==> config.mk <==
export PLATFORM = sky130hd
export DESIGN_NAME = conv_ctl
export DESIGN_NICKNAME = d
export VERILOG_FILES = /design/src/core/conv_ctl_pkg.sv /design/src/core/result_buf.sv /design/src/core/conv_ctl.sv
export VERILOG_INCLUDE_DIRS = /design/src /design/src/core
export SDC_FILE = /design/constraint.sdc
export NUM_CORES = 1
export LEC_CHECK = 0
export BUFFER_PORTS_ARGS = -buffer_cell sky130_fd_sc_hd__clkbuf_2
export CAP_MARGIN = 20
export CORE_ASPECT_RATIO = 0.6
export CORE_MARGIN = 2
export CORE_UTILIZATION = 52
export CTS_CLUSTER_DIAMETER = 30
export DETAILED_ROUTE_END_ITERATION = 8
export GPL_TIMING_DRIVEN = 0
export MAX_ROUTING_LAYER = met4
export PLACE_DENSITY = 0.73
export SYNTH_ARGS = -nofsm -noshare
export SYNTH_HDL_FRONTEND = slang
export SYNTH_HIERARCHICAL = 1
export SYNTH_SLANG_ARGS = --single-unit
==> constraint.sdc <==
create_clock -name i_ref_clk -period 2.82 [get_ports i_ref_clk]
set_input_delay 0.423 -clock i_ref_clk [delete_from_list [all_inputs] [get_ports i_ref_clk]]
set_output_delay 0.423 -clock i_ref_clk [all_outputs]
set_load 0.02 [all_outputs]
==> src/core/conv_ctl_cfg.svh <==
// constants for the conversion handshake block
// assumes a 40 MHz reference clock and pins crossing in asynchronously
`ifndef CONV_CTL_CFG_SVH
`define CONV_CTL_CFG_SVH
`define RESULT_W        12
`define EST_W           2
`define FLASH1_W        4
`define FLASH2_W        4
`define FLASH3_W        2
`define CLK_PERIOD_NS   25
`define CONV_TIME_NS    575
`define CONV_CYCLES     ((`CONV_TIME_NS + `CLK_PERIOD_NS - 1) / `CLK_PERIOD_NS)
`define EOC_LOW_NS      100
`define EOC_LOW_CYCLES  ((`EOC_LOW_NS + `CLK_PERIOD_NS - 1) / `CLK_PERIOD_NS)
`define CNT_W           8
`define RESULT_RST      12'h000
`endif

==> src/core/conv_ctl_pkg.sv <==
// types shared by the conversion handshake block
// assumes conv_ctl_cfg.svh is included first
`include "conv_ctl_cfg.svh"
package conv_ctl_pkg;
    typedef struct packed {
        logic [`EST_W-1:0]    est;
        logic [`FLASH1_W-1:0] flash1;
        logic [`FLASH2_W-1:0] flash2;
        logic [`FLASH3_W-1:0] flash3;
    } flash_codes_t;
    typedef struct packed {
        logic                 chan;
        logic [`RESULT_W-1:0] data;
    } conv_result_t;
    typedef enum logic [1:0] {
        ST_IDLE,
        ST_CONV,
        ST_DONE
    } stage_state_t;
endpackage

==> src/core/result_buf.sv <==
// two-entry result buffer between conversion stages and the output latch
// assumes producer and consumer share i_ref_clk
`timescale 1ns/100ps
module result_buf
    import conv_ctl_pkg::*;
(
    input  wire logic         i_ref_clk,
    input  wire logic         i_nrst,
    input  wire logic         i_in_valid,
    output logic              o_in_ready,
    input  wire conv_result_t i_in_data,
    output logic              o_out_valid,
    input  wire logic         i_out_ready,
    output conv_result_t      o_out_data
);
    conv_result_t mem_r [2];
    logic         wr_ptr_r;
    logic         rd_ptr_r;
    logic [1:0]   count_r;
    logic         push;
    logic         pop;

    assign o_in_ready  = (count_r != 2'h2);
    assign o_out_valid = (count_r != 2'h0);
    assign o_out_data  = mem_r[rd_ptr_r];
    assign push        = i_in_valid && o_in_ready;
    assign pop         = o_out_valid && i_out_ready;

    always_ff @(posedge i_ref_clk) begin
        if (push) begin
            mem_r[wr_ptr_r] <= i_in_data;
        end
    end

    always_ff @(posedge i_ref_clk or negedge i_nrst) begin
        if (!i_nrst) begin
            wr_ptr_r <= 1'b0;
            rd_ptr_r <= 1'b0;
            count_r  <= 2'h0;
        end else begin
            if (push) begin
                wr_ptr_r <= ~wr_ptr_r;
            end
            if (pop) begin
                rd_ptr_r <= ~rd_ptr_r;
            end
            count_r <= count_r + {1'b0, push} - {1'b0, pop};
        end
    end
endmodule

==> src/core/conv_ctl.sv <==
// control logic of a pipelined two-stage 12-bit sampling converter
// assumes host strobes arrive asynchronously; flash codes come from
// the analog core and are stable while a stage converts
`timescale 1ns/100ps
`include "conv_ctl_cfg.svh"

// Summary of operation
// - a sample/hold fall with select low holds the input and converts it.
// - at conversion end the result is latched, done rises, pending falls.
// - a falling read strobe with select low returns the pending line high.
// - both strobes are ignored while the active-low select is high.
// - in high-speed mode with output enable high the latest result stays driven on the data bus.
// - two sampling stages alternate, one acquiring while the other converts.
// - the channel line is sampled as done falls and picks the input channel.
// - channel 0 routes analog input one, channel 1 analog input two.
// - each result joins the estimator and the three flash codes into 12 bits.
module conv_ctl
    import conv_ctl_pkg::*;
(
    input  wire logic         i_ref_clk,
    input  wire logic         i_nrst,
    input  wire logic         i_sample_hold,
    input  wire logic         i_dev_sel_n,
    input  wire logic         i_read_n,
    input  wire logic         i_out_en,
    input  wire logic         i_high_speed,
    input  wire logic         i_channel_select,
    input  wire flash_codes_t i_codes_a,
    input  wire flash_codes_t i_codes_b,
    output logic              o_hold_a,
    output logic              o_hold_b,
    output logic              o_mux_sel,
    output logic              o_conv_done,
    output logic              o_pending_n,
    output logic [`RESULT_W-1:0] o_data,
    output logic              o_data_oe,
    output logic              o_data_chan
);
    function automatic logic [`RESULT_W-1:0] join_codes(
        input flash_codes_t c
    );
        // estimator and first flash give the six msbs, then 4 + 2
        join_codes = {c.est, c.flash1, c.flash2, c.flash3};
    endfunction

    // last counted cycle of a conversion
    function automatic logic conv_last(
        input logic [`CNT_W-1:0] cnt
    );
        conv_last = (cnt == `CNT_W'(`CONV_CYCLES - 1));
    endfunction

    // counter step that parks on the last cycle
    function automatic logic [`CNT_W-1:0] cnt_step(
        input logic [`CNT_W-1:0] cnt
    );
        cnt_step = conv_last(cnt) ? cnt : cnt + `CNT_W'(1);
    endfunction

    // done has stayed low long enough once this is true
    function automatic logic eoc_last(
        input logic [`CNT_W-1:0] cnt
    );
        eoc_last = (cnt >= `CNT_W'(`EOC_LOW_CYCLES - 1));
    endfunction

    // a synchronised level that was high and is now low
    function automatic logic fell_edge(
        input logic older,
        input logic newer
    );
        fell_edge = older & ~newer;
    endfunction

    logic [2:0] sh_sync_r;
    logic [2:0] rd_sync_r;
    logic [1:0] cs_sync_r;
    logic [1:0] hs_sync_r;
    logic [1:0] oe_sync_r;
    logic [1:0] ch_sync_r;
    logic       sh_fall;
    logic       rd_fall;
    logic       sel;

    // first stage feeds only the second; edges come from stages 2 and 3
    always_ff @(posedge i_ref_clk or negedge i_nrst) begin
        if (!i_nrst) begin
            sh_sync_r <= 3'h7;
            rd_sync_r <= 3'h7;
            cs_sync_r <= 2'h3;
            hs_sync_r <= 2'h0;
            oe_sync_r <= 2'h0;
            ch_sync_r <= 2'h0;
        end else begin
            sh_sync_r <= {sh_sync_r[1:0], i_sample_hold};
            rd_sync_r <= {rd_sync_r[1:0], i_read_n};
            cs_sync_r <= {cs_sync_r[0], i_dev_sel_n};
            hs_sync_r <= {hs_sync_r[0], i_high_speed};
            oe_sync_r <= {oe_sync_r[0], i_out_en};
            ch_sync_r <= {ch_sync_r[0], i_channel_select};
        end
    end

    assign sel     = ~cs_sync_r[1];
    assign sh_fall = sel & fell_edge(sh_sync_r[2], sh_sync_r[1]);
    assign rd_fall = sel & fell_edge(rd_sync_r[2], rd_sync_r[1]);

    stage_state_t           st_a_r;
    stage_state_t           st_b_r;
    logic [`CNT_W-1:0]      cnt_a_r;
    logic [`CNT_W-1:0]      cnt_b_r;
    logic                   chan_a_r;
    logic                   chan_b_r;
    logic                   start_a;
    logic                   start_b;
    logic                   next_stage_r;
    logic                   mux_sel_r;
    logic                   fin_a;
    logic                   fin_b;
    logic                   leave_a;
    logic                   leave_b;
    logic                   buf_in_ready;
    logic                   buf_in_valid;
    conv_result_t           buf_in_data;
    logic                   buf_out_valid;
    conv_result_t           buf_out_data;
    logic                   eoc_low_r;
    logic [`CNT_W-1:0]      eoc_cnt_r;
    logic                   take;

    // a trigger goes to the stage whose turn it is; a busy stage drops it
    // rather than queueing it, so a late conversion is never reported
    assign start_a = sh_fall && !next_stage_r && (st_a_r == ST_IDLE);
    assign start_b = sh_fall && next_stage_r && (st_b_r == ST_IDLE);

    // a stage done but refused by a full buffer waits in ST_DONE,
    // so a stalled output loses no word; stage a wins a tie
    assign fin_a        = (st_a_r == ST_DONE);
    assign fin_b        = (st_b_r == ST_DONE);
    assign buf_in_valid = fin_a | fin_b;
    assign leave_a      = fin_a && buf_in_ready;
    assign leave_b      = fin_b && buf_in_ready && !fin_a;
    always_comb begin
        buf_in_data.chan = fin_a ? chan_a_r : chan_b_r;
        buf_in_data.data = fin_a ? join_codes(i_codes_a)
                                 : join_codes(i_codes_b);
    end

    // stages alternate a, b, a
    always_ff @(posedge i_ref_clk or negedge i_nrst) begin
        if (!i_nrst) begin
            next_stage_r <= 1'b0;
        end else if (start_a || start_b) begin
            next_stage_r <= ~next_stage_r;
        end
    end

    always_ff @(posedge i_ref_clk or negedge i_nrst) begin
        if (!i_nrst) begin
            st_a_r <= ST_IDLE;
        end else begin
            case (st_a_r)
                ST_IDLE: begin
                    if (start_a) begin
                        st_a_r <= ST_CONV;
                    end
                end
                ST_CONV: begin
                    if (conv_last(cnt_a_r)) begin
                        st_a_r <= ST_DONE;
                    end
                end
                ST_DONE: begin
                    if (leave_a) begin
                        st_a_r <= ST_IDLE;
                    end
                end
                default: st_a_r <= ST_IDLE;
            endcase
        end
    end

    always_ff @(posedge i_ref_clk or negedge i_nrst) begin
        if (!i_nrst) begin
            st_b_r <= ST_IDLE;
        end else begin
            case (st_b_r)
                ST_IDLE: begin
                    if (start_b) begin
                        st_b_r <= ST_CONV;
                    end
                end
                ST_CONV: begin
                    if (conv_last(cnt_b_r)) begin
                        st_b_r <= ST_DONE;
                    end
                end
                ST_DONE: begin
                    if (leave_b) begin
                        st_b_r <= ST_IDLE;
                    end
                end
                default: st_b_r <= ST_IDLE;
            endcase
        end
    end

    // counters restart when their own stage takes a trigger and park on the last cycle
    always_ff @(posedge i_ref_clk or negedge i_nrst) begin
        if (!i_nrst) begin
            cnt_a_r <= '0;
        end else if (start_a) begin
            cnt_a_r <= '0;
        end else if (st_a_r == ST_CONV) begin
            cnt_a_r <= cnt_step(cnt_a_r);
        end
    end

    always_ff @(posedge i_ref_clk or negedge i_nrst) begin
        if (!i_nrst) begin
            cnt_b_r <= '0;
        end else if (start_b) begin
            cnt_b_r <= '0;
        end else if (st_b_r == ST_CONV) begin
            cnt_b_r <= cnt_step(cnt_b_r);
        end
    end

    // the held sample came through the channel picked at the last done
    // fall, so a stage keeps the mux setting from before its trigger
    always_ff @(posedge i_ref_clk or negedge i_nrst) begin
        if (!i_nrst) begin
            chan_a_r <= 1'b0;
            chan_b_r <= 1'b0;
        end else begin
            if (start_a) begin
                chan_a_r <= mux_sel_r;
            end
            if (start_b) begin
                chan_b_r <= mux_sel_r;
            end
        end
    end

    assign o_hold_a = (st_a_r != ST_IDLE);
    assign o_hold_b = (st_b_r != ST_IDLE);

    result_buf u_buf (
        .i_ref_clk   (i_ref_clk),
        .i_nrst      (i_nrst),
        .i_in_valid  (buf_in_valid),
        .o_in_ready  (buf_in_ready),
        .i_in_data   (buf_in_data),
        .o_out_valid (buf_out_valid),
        .i_out_ready (take),
        .o_out_data  (buf_out_data)
    );

    // done falls at each sample hold edge, then rises with the next result
    always_ff @(posedge i_ref_clk or negedge i_nrst) begin
        if (!i_nrst) begin
            eoc_low_r <= 1'b0;
            eoc_cnt_r <= '0;
        end else if (sh_fall) begin
            eoc_low_r <= 1'b1;
            eoc_cnt_r <= '0;
        end else if (eoc_low_r && buf_out_valid) begin
            if (eoc_last(eoc_cnt_r)) begin
                eoc_low_r <= 1'b0;
            end else begin
                eoc_cnt_r <= eoc_cnt_r + `CNT_W'(1);
            end
        end
    end

    logic conv_done_r;
    logic pending_n_r;
    logic [`RESULT_W-1:0] data_r;
    logic data_chan_r;

    // the buffer is popped only here, so no word leaves it unlatched
    assign take = eoc_low_r && buf_out_valid && eoc_last(eoc_cnt_r) &&
                  !sh_fall;

    always_ff @(posedge i_ref_clk or negedge i_nrst) begin
        if (!i_nrst) begin
            conv_done_r <= 1'b0;
            data_r      <= `RESULT_RST;
            data_chan_r <= 1'b0;
        end else if (take) begin
            conv_done_r <= 1'b1;
            data_r      <= buf_out_data.data;
            data_chan_r <= buf_out_data.chan;
        end else if (sh_fall) begin
            conv_done_r <= 1'b0;
        end
    end

    // new result wins over a read in the same cycle
    always_ff @(posedge i_ref_clk or negedge i_nrst) begin
        if (!i_nrst) begin
            pending_n_r <= 1'b1;
        end else if (take) begin
            pending_n_r <= 1'b0;
        end else if (rd_fall) begin
            pending_n_r <= 1'b1;
        end
    end

    // channel taken on done falling; 0 picks input one, 1 input two
    always_ff @(posedge i_ref_clk or negedge i_nrst) begin
        if (!i_nrst) begin
            mux_sel_r <= 1'b0;
        end else if (conv_done_r && !take && sh_fall) begin
            mux_sel_r <= ch_sync_r[1];
        end
    end

    assign o_mux_sel   = mux_sel_r;
    assign o_conv_done = conv_done_r;
    assign o_pending_n = pending_n_r;
    assign o_data      = data_r;
    assign o_data_chan = data_chan_r;
    // with output enable high, high-speed mode keeps the bus driven; else host holds select and read low
    assign o_data_oe   = oe_sync_r[1] &&
                         (hs_sync_r[1] || (sel && !rd_sync_r[2]));
endmodule

# After elaboration in Yosys (flattened, before gate mapping)
# Memory sizes are Yosys's and may differ from the RTL's. A register that Yosys moved wholly into a read port is not among the register bits.
# Cells that the tools add are included.
# totals
reg_bits	53
ram_bits	26
out_inout_bits	19
n_memories	1
# op_classes
reduce_logical	41
n_eq_ne	16
n_mux	28
addsub	5
magnitude_cmp	1
bitwise	11
# mem_list
name	depth	width	read_ports	rd_clocked_by_memory_dff	write_ports	line	rtl
u_buf.mem_r	2	13	1	1	1	result_buf.sv:16	conv_result_t mem_r [2];
# op_table
operator	n
two-way mux 8 bit	9
adder 8 x 1 -> 8 bit, second input constant	3
nonzero test 2 bit	9
== test 8 x 5 -> 1 bit, second input constant	2
logical AND 1 bit	16
!= test 2 bit, second input constant	8
two-way mux 12 bit	1
two-way mux 2 bit	6
one-hot mux 2 bit (3 select lines)	2
two-way mux 1 bit	10
>= comparator 8 x 2 -> 1 bit, second input constant	1
AND reduction 2 bit	4
logical NOT 1 bit	6
NOT 1 bit	6
AND reduction 3 bit	2
bitwise AND 1 bit	4
== test 2 x 1 -> 1 bit, second input constant	2
== test 2 bit, second input constant	2
logical NOT 2 bit	2
!= test 2 x 1 -> 1 bit, second input constant	2
adder 2 x 1 -> 2 bit	1
logical OR 1 bit	2
subtractor 2 x 1 -> 2 bit	1
bitwise OR 1 bit	1

# Depth between registers and ports, before layout
# logic_depth
word_depth	8
mapped_depth	10
depth_no_buf	9

# Cells and area by module
# Netlist, hierarchy kept.
# by_module_without_submodules
mod	n_inst	area_per_inst_um2	cells_each	seq_area_each_um2
conv_ctl	1	2803.9	218	1562.7
result_buf	1	1133.6	57	880.8

# Worst setup path before layout
# No wires, ideal clock.
# synth_path
path_type	register -> register
from	reg eoc_cnt_r[0]
to	reg u_buf.count_r[1]
n_path_buf	1
stages_incl_launch_ff	11
t_arrival_ns	2.124
setup_slack_ns	0.574
period_less_slack_ns	2.246
required_ns	2.697
path_cell_list	dfrtp_1 > ha_1 > nor3_1 > a211oi_4 > buf_6 > and2_4 > ha_1 > inv_1 > ha_1 > xnor2_1 > xnor2_1
# synth_via
elab_chain_len	5
# synth_rtl
element	line	rtl
start, declared	conv_ctl.sv:128	logic [`CNT_W-1:0] eoc_cnt_r;
start signal, assigned	conv_ctl.sv:271	eoc_cnt_r <= eoc_cnt_r + `CNT_W'(1);
>= comparator 8 x 2 -> 1 bit	conv_ctl.sv:64	eoc_last = (cnt >= `CNT_W'(`EOC_LOW_CYCLES - 1));
logical AND 1 bit (2 in a row)	conv_ctl.sv:282	assign take = eoc_low_r && buf_out_valid && eoc_last(eoc_cnt_r) &&
named net take	conv_ctl.sv:129	logic take;
logical AND 1 bit	result_buf.sv:27	assign pop = o_out_valid && i_out_ready;
named net u_buf.pop	result_buf.sv:21	logic pop;
subtractor 2 x 1 -> 2 bit	result_buf.sv:47	count_r <= count_r + {1'b0, push} - {1'b0, pop};
end signal, assigned	result_buf.sv:47	
end, declared	result_buf.sv:19	logic [1:0] count_r;
# The timed path passes the listed nets, and every way through them passes these cells.
# A chain may end at the register's enable or synchronous reset.

# Final worst setup path
# Ends and elaborated chain as after synthesis.

==> impl_metrics.env <==
export IMPL_status="finished, final reports clean"
export IMPL_io_buffer_count=50
export IMPL_grt_max_degree=67
export IMPL_remaining_drc_errors=0
export IMPL_seq_area_frac_synth_pct=62.06
export IMPL_max_vdd_ir_drop_v=0.0005172
export IMPL_stdcell_area_um2=4677
export IMPL_core_um2=7297
export IMPL_crit_chain="ha_1 > nor3_1 > a211oi_4 > buf_6 > and2_4 > ha_1 > inv_1 > ha_1 > xnor2_1 > xnor2_1"
export IMPL_combPwrFrac_pct=22.0
export IMPL_slowest_stage="nor3_1"
export IMPL_cp_data_required_time_ns=3.08
export IMPL_tns_ns=0
export IMPL_crit_family="adder cells"
export IMPL_post_cts_buffers=0
export IMPL_cpMostUsedCell="ha_1"
export IMPL_top_usage_layer="met2"
export IMPL_synth_largest_area_cell="dfrtp_1"
export IMPL_cp_start_kind="flop"
export IMPL_synthArstFlopShare_pct=71.74
export IMPL_grt_pass1_vias=2355
export IMPL_ant_nets=0
export IMPL_path_max_fanout=10
export IMPL_die_w_um=116.3
export IMPL_synth_area_per_cell_um2=14.32
export IMPL_crit_start="eoc_cnt_r[0]"
export IMPL_cts_sink_count=92
export IMPL_start_util_pct=53.96
export IMPL_synth_edf_count=26
export IMPL_seqPwrFrac_pct=45.4
export IMPL_finalHoldViolations=0
export IMPL_dieArea_um2=8307
export IMPL_fin_nets=377
export IMPL_cts_resized=0
export IMPL_drtPass1Iterations=4
export IMPL_cts_buffers=9
export IMPL_p_per_area_nw_per_um2=827.1
export IMPL_io_pins=51
export IMPL_worstMarginPinSlew_ns=0.6642
export IMPL_drive_gt1_share_pct=34.99
export IMPL_endpoint="u_buf/count_r[1]"
export IMPL_use_met2_pct=28.62
export IMPL_crit_path_end_kind="flop"
export IMPL_ys_seq_elements=92
export IMPL_cts_hold_buffers_added=0
export IMPL_fin_crit_sh_pct=88.76
export IMPL_grt_usage_pct=19.83
export IMPL_synth_cells=275
export IMPL_synth_ff_type="dfrtp_1"
export IMPL_fmax_ghz=0.3995
export IMPL_grt_pass1_wl_um=11670
export IMPL_ys_warn_count=6
export IMPL_path_class="reg -> reg"
export IMPL_path_clk_slew_ns=0.06
export IMPL_grtUsageMet1_pct=27.67
export IMPL_p_sw_mw=1.144
export IMPL_postPlaceCellArea_um2=4359
export IMPL_globalRouteMet3Util_pct=5.838
export IMPL_drtIter0Drc=179
export IMPL_worst_path_buf_inv=2
export IMPL_wl_per_cell_um=16.03
export IMPL_swShare_pct=29.58
export IMPL_dr_total_vias=2311
export IMPL_multiInputGateArea_um2=1431
export IMPL_ff_latch_area_um2=2444
export IMPL_p_clk_share_pct=32.6
export IMPL_reg2reg_to="u_buf/count_r[1]"
export IMPL_rsz0062_at_grt="false"
export IMPL_overflow=0
export IMPL_vias_per_cell=5.170
export IMPL_synth_top_area_share_pct=36.22
export IMPL_wl_um=7164
export IMPL_rr_worst_depth=10
export IMPL_power_internal_mw=2.724
export IMPL_finClkSkew_ns=0.007495
export IMPL_synth_net_count=314
export IMPL_tritoncts="yes"
export IMPL_ctsHtreeMaxLevel=3
export IMPL_fillers=582
export IMPL_cp_arrival_ns=2.76
export IMPL_place_congestion=0.8699
export IMPL_antenna_cells=0
export IMPL_synth_area_leaders="dfrtp_1 36%, edfxtp_1 20%, dfstp_2 6.0%"
export IMPL_antenna_found_initial=0
export IMPL_cp_depth=10
export IMPL_rows=24
export IMPL_cts_max_path_buffers=2
export IMPL_yosys_top_cells_count="57 x dfrtp_1, 26 x edfxtp_1, 18 x mux2_2, 17 x mux2_1, 12 x o21ai_0"
export IMPL_final_setup_viol_count=0
export IMPL_dpl_hpwl_um=4916
export IMPL_drv_cap=0
export IMPL_clockRootBuffer="clkbuf_16"
export IMPL_rrSetupSlack_ns=0.32
export IMPL_max_slew_margin_pct=55.72
export IMPL_synth_cell_types=57
export IMPL_hold_path_class="in -> async"
export IMPL_die_height_um=71.41
export IMPL_maxSlewViolCount=0
export IMPL_post_route_min_period_ns=2.503
export IMPL_slowest_delay_ns=0.42
export IMPL_syn_to_final_growth_pct=18.78
export IMPL_syn_cell_area_um2=3938
export IMPL_power_leakage_nw=2.079
export IMPL_r2r_start="eoc_cnt_r[0]"
export IMPL_insertion_delay_ns=0.34
export IMPL_yosysMostFrequentCell="dfrtp_1"
==> how the worst min path moves through the flow <==
stage,startpoint,end,slack [ns],cells after the start
after global placement,oe_sync_r[0],oe_sync_r[1],0.33,0
final,i_nrst,cnt_b_r[7],0.11,2
after global routing,i_nrst,cnt_b_r[6],0.13,2
after floorplan,i_nrst,ch_sync_r[0],0.13,0
after CTS,i_nrst,o_data[5],0.12,2
after detailed placement,ch_sync_r[0],ch_sync_r[1],0.34,0
==> layout by cell type (no fill, tap or decap), types with 3 or more instances in the layout <==
master	instances
nor2_1	6
a21oi_1	9
edfxtp_1	26
xnor2_1	3
mux2_4	7
dfstp_2	9
nand2_1	10
dfrtp_1	57
mux2_1	17
or3_1	4
mux2i_1	9
nand2b_1	5
inv_1	5
nand3_1	4
and3_1	3
nor3_1	3
mux2_2	18
clkbuf_2	49
o21ai_1	3
and2_1	7
o21ai_0	12
ha_1	7
clkbuf_1	5
clkbuf_16	9
==> state kept, by name (all words and copies together) (netlist names), 2 cells and up <==
signal,cells
u_buf/count_r,2
cnt_a_r,8
st_b_r,2
hs_sync_r,2
o_data,12
cnt_b_r,8
cs_sync_r,2
eoc_cnt_r,8
sh_sync_r,3
rd_sync_r,3
oe_sync_r,2
u_buf/mem_r,26
st_a_r,2
ch_sync_r,2
==> stage by stage <==
step | hold slack (ns) | total power, mW | setup WS [ns] | util (%) | instances
floorplan | 0.1274 | 2.361 | 0.5740 | - | 275
global placement | 0.3316 | 2.569 | 0.2563 | 59.17 | 429
detailed placement | 0.3355 | 2.631 | 0.3343 | 59.74 | 431
CTS | 0.1196 | 3.894 | 0.2994 | 64.09 | 447
global route | 0.1336 | 4.075 | 0.1393 | 64.09 | 447
finish | 0.1067 | 3.869 | 0.3170 | 64.09 | 447
==> routing by layer <==
| layer | wire length, um | up-vias |
|---|---|---|
| li1 | - | 1130 |
| met1 | 3541 | 1130 |
| met2 | 3262 | 47 |
| met3 | 310 | 4 |
| met4 | 48 | 0 |
| met5 | 0 | - |
==> cells by family (layout without fill, tap and decap cells) <==
group / count (synthesis) / after routing / synth area share (%)
AOI/OAI and AO/OA: 39 / 39 / 6.864
xor gates and xnor gates: 4 / 4 / 0.8899
adders and majority gates: 7 / 7 / 2.224
buffers and inverters: 13 / 81 / 1.589
DFF: 92 / 92 / 62.06
muxes: 51 / 51 / 14.97
and+or+nand+nor: 69 / 69 / 11.41
==> power groups by stage <==
stage	registers, mW	clock network [mW]	logic, mW
finish	1.76	1.26	0.850
global route	1.78	1.34	0.952
CTS	1.75	1.28	0.860
detailed placement	1.78	0	0.855
global placement	1.76	0	0.806
floorplan	1.76	0	0.604
==> area by class of cell <==
cell class	instances	area share, %
Clock inverter	6	1.899
Multi-Input combinational cell	170	30.60
Timing Repair Buffer	52	6.233
Tap cell	104	2.782
Inverter	5	0.4013
Sequential cell	92	52.25
Clock buffer	10	4.896
Buffer	8	0.9363
No activity file was read; power rests on OpenSTA's default activity.
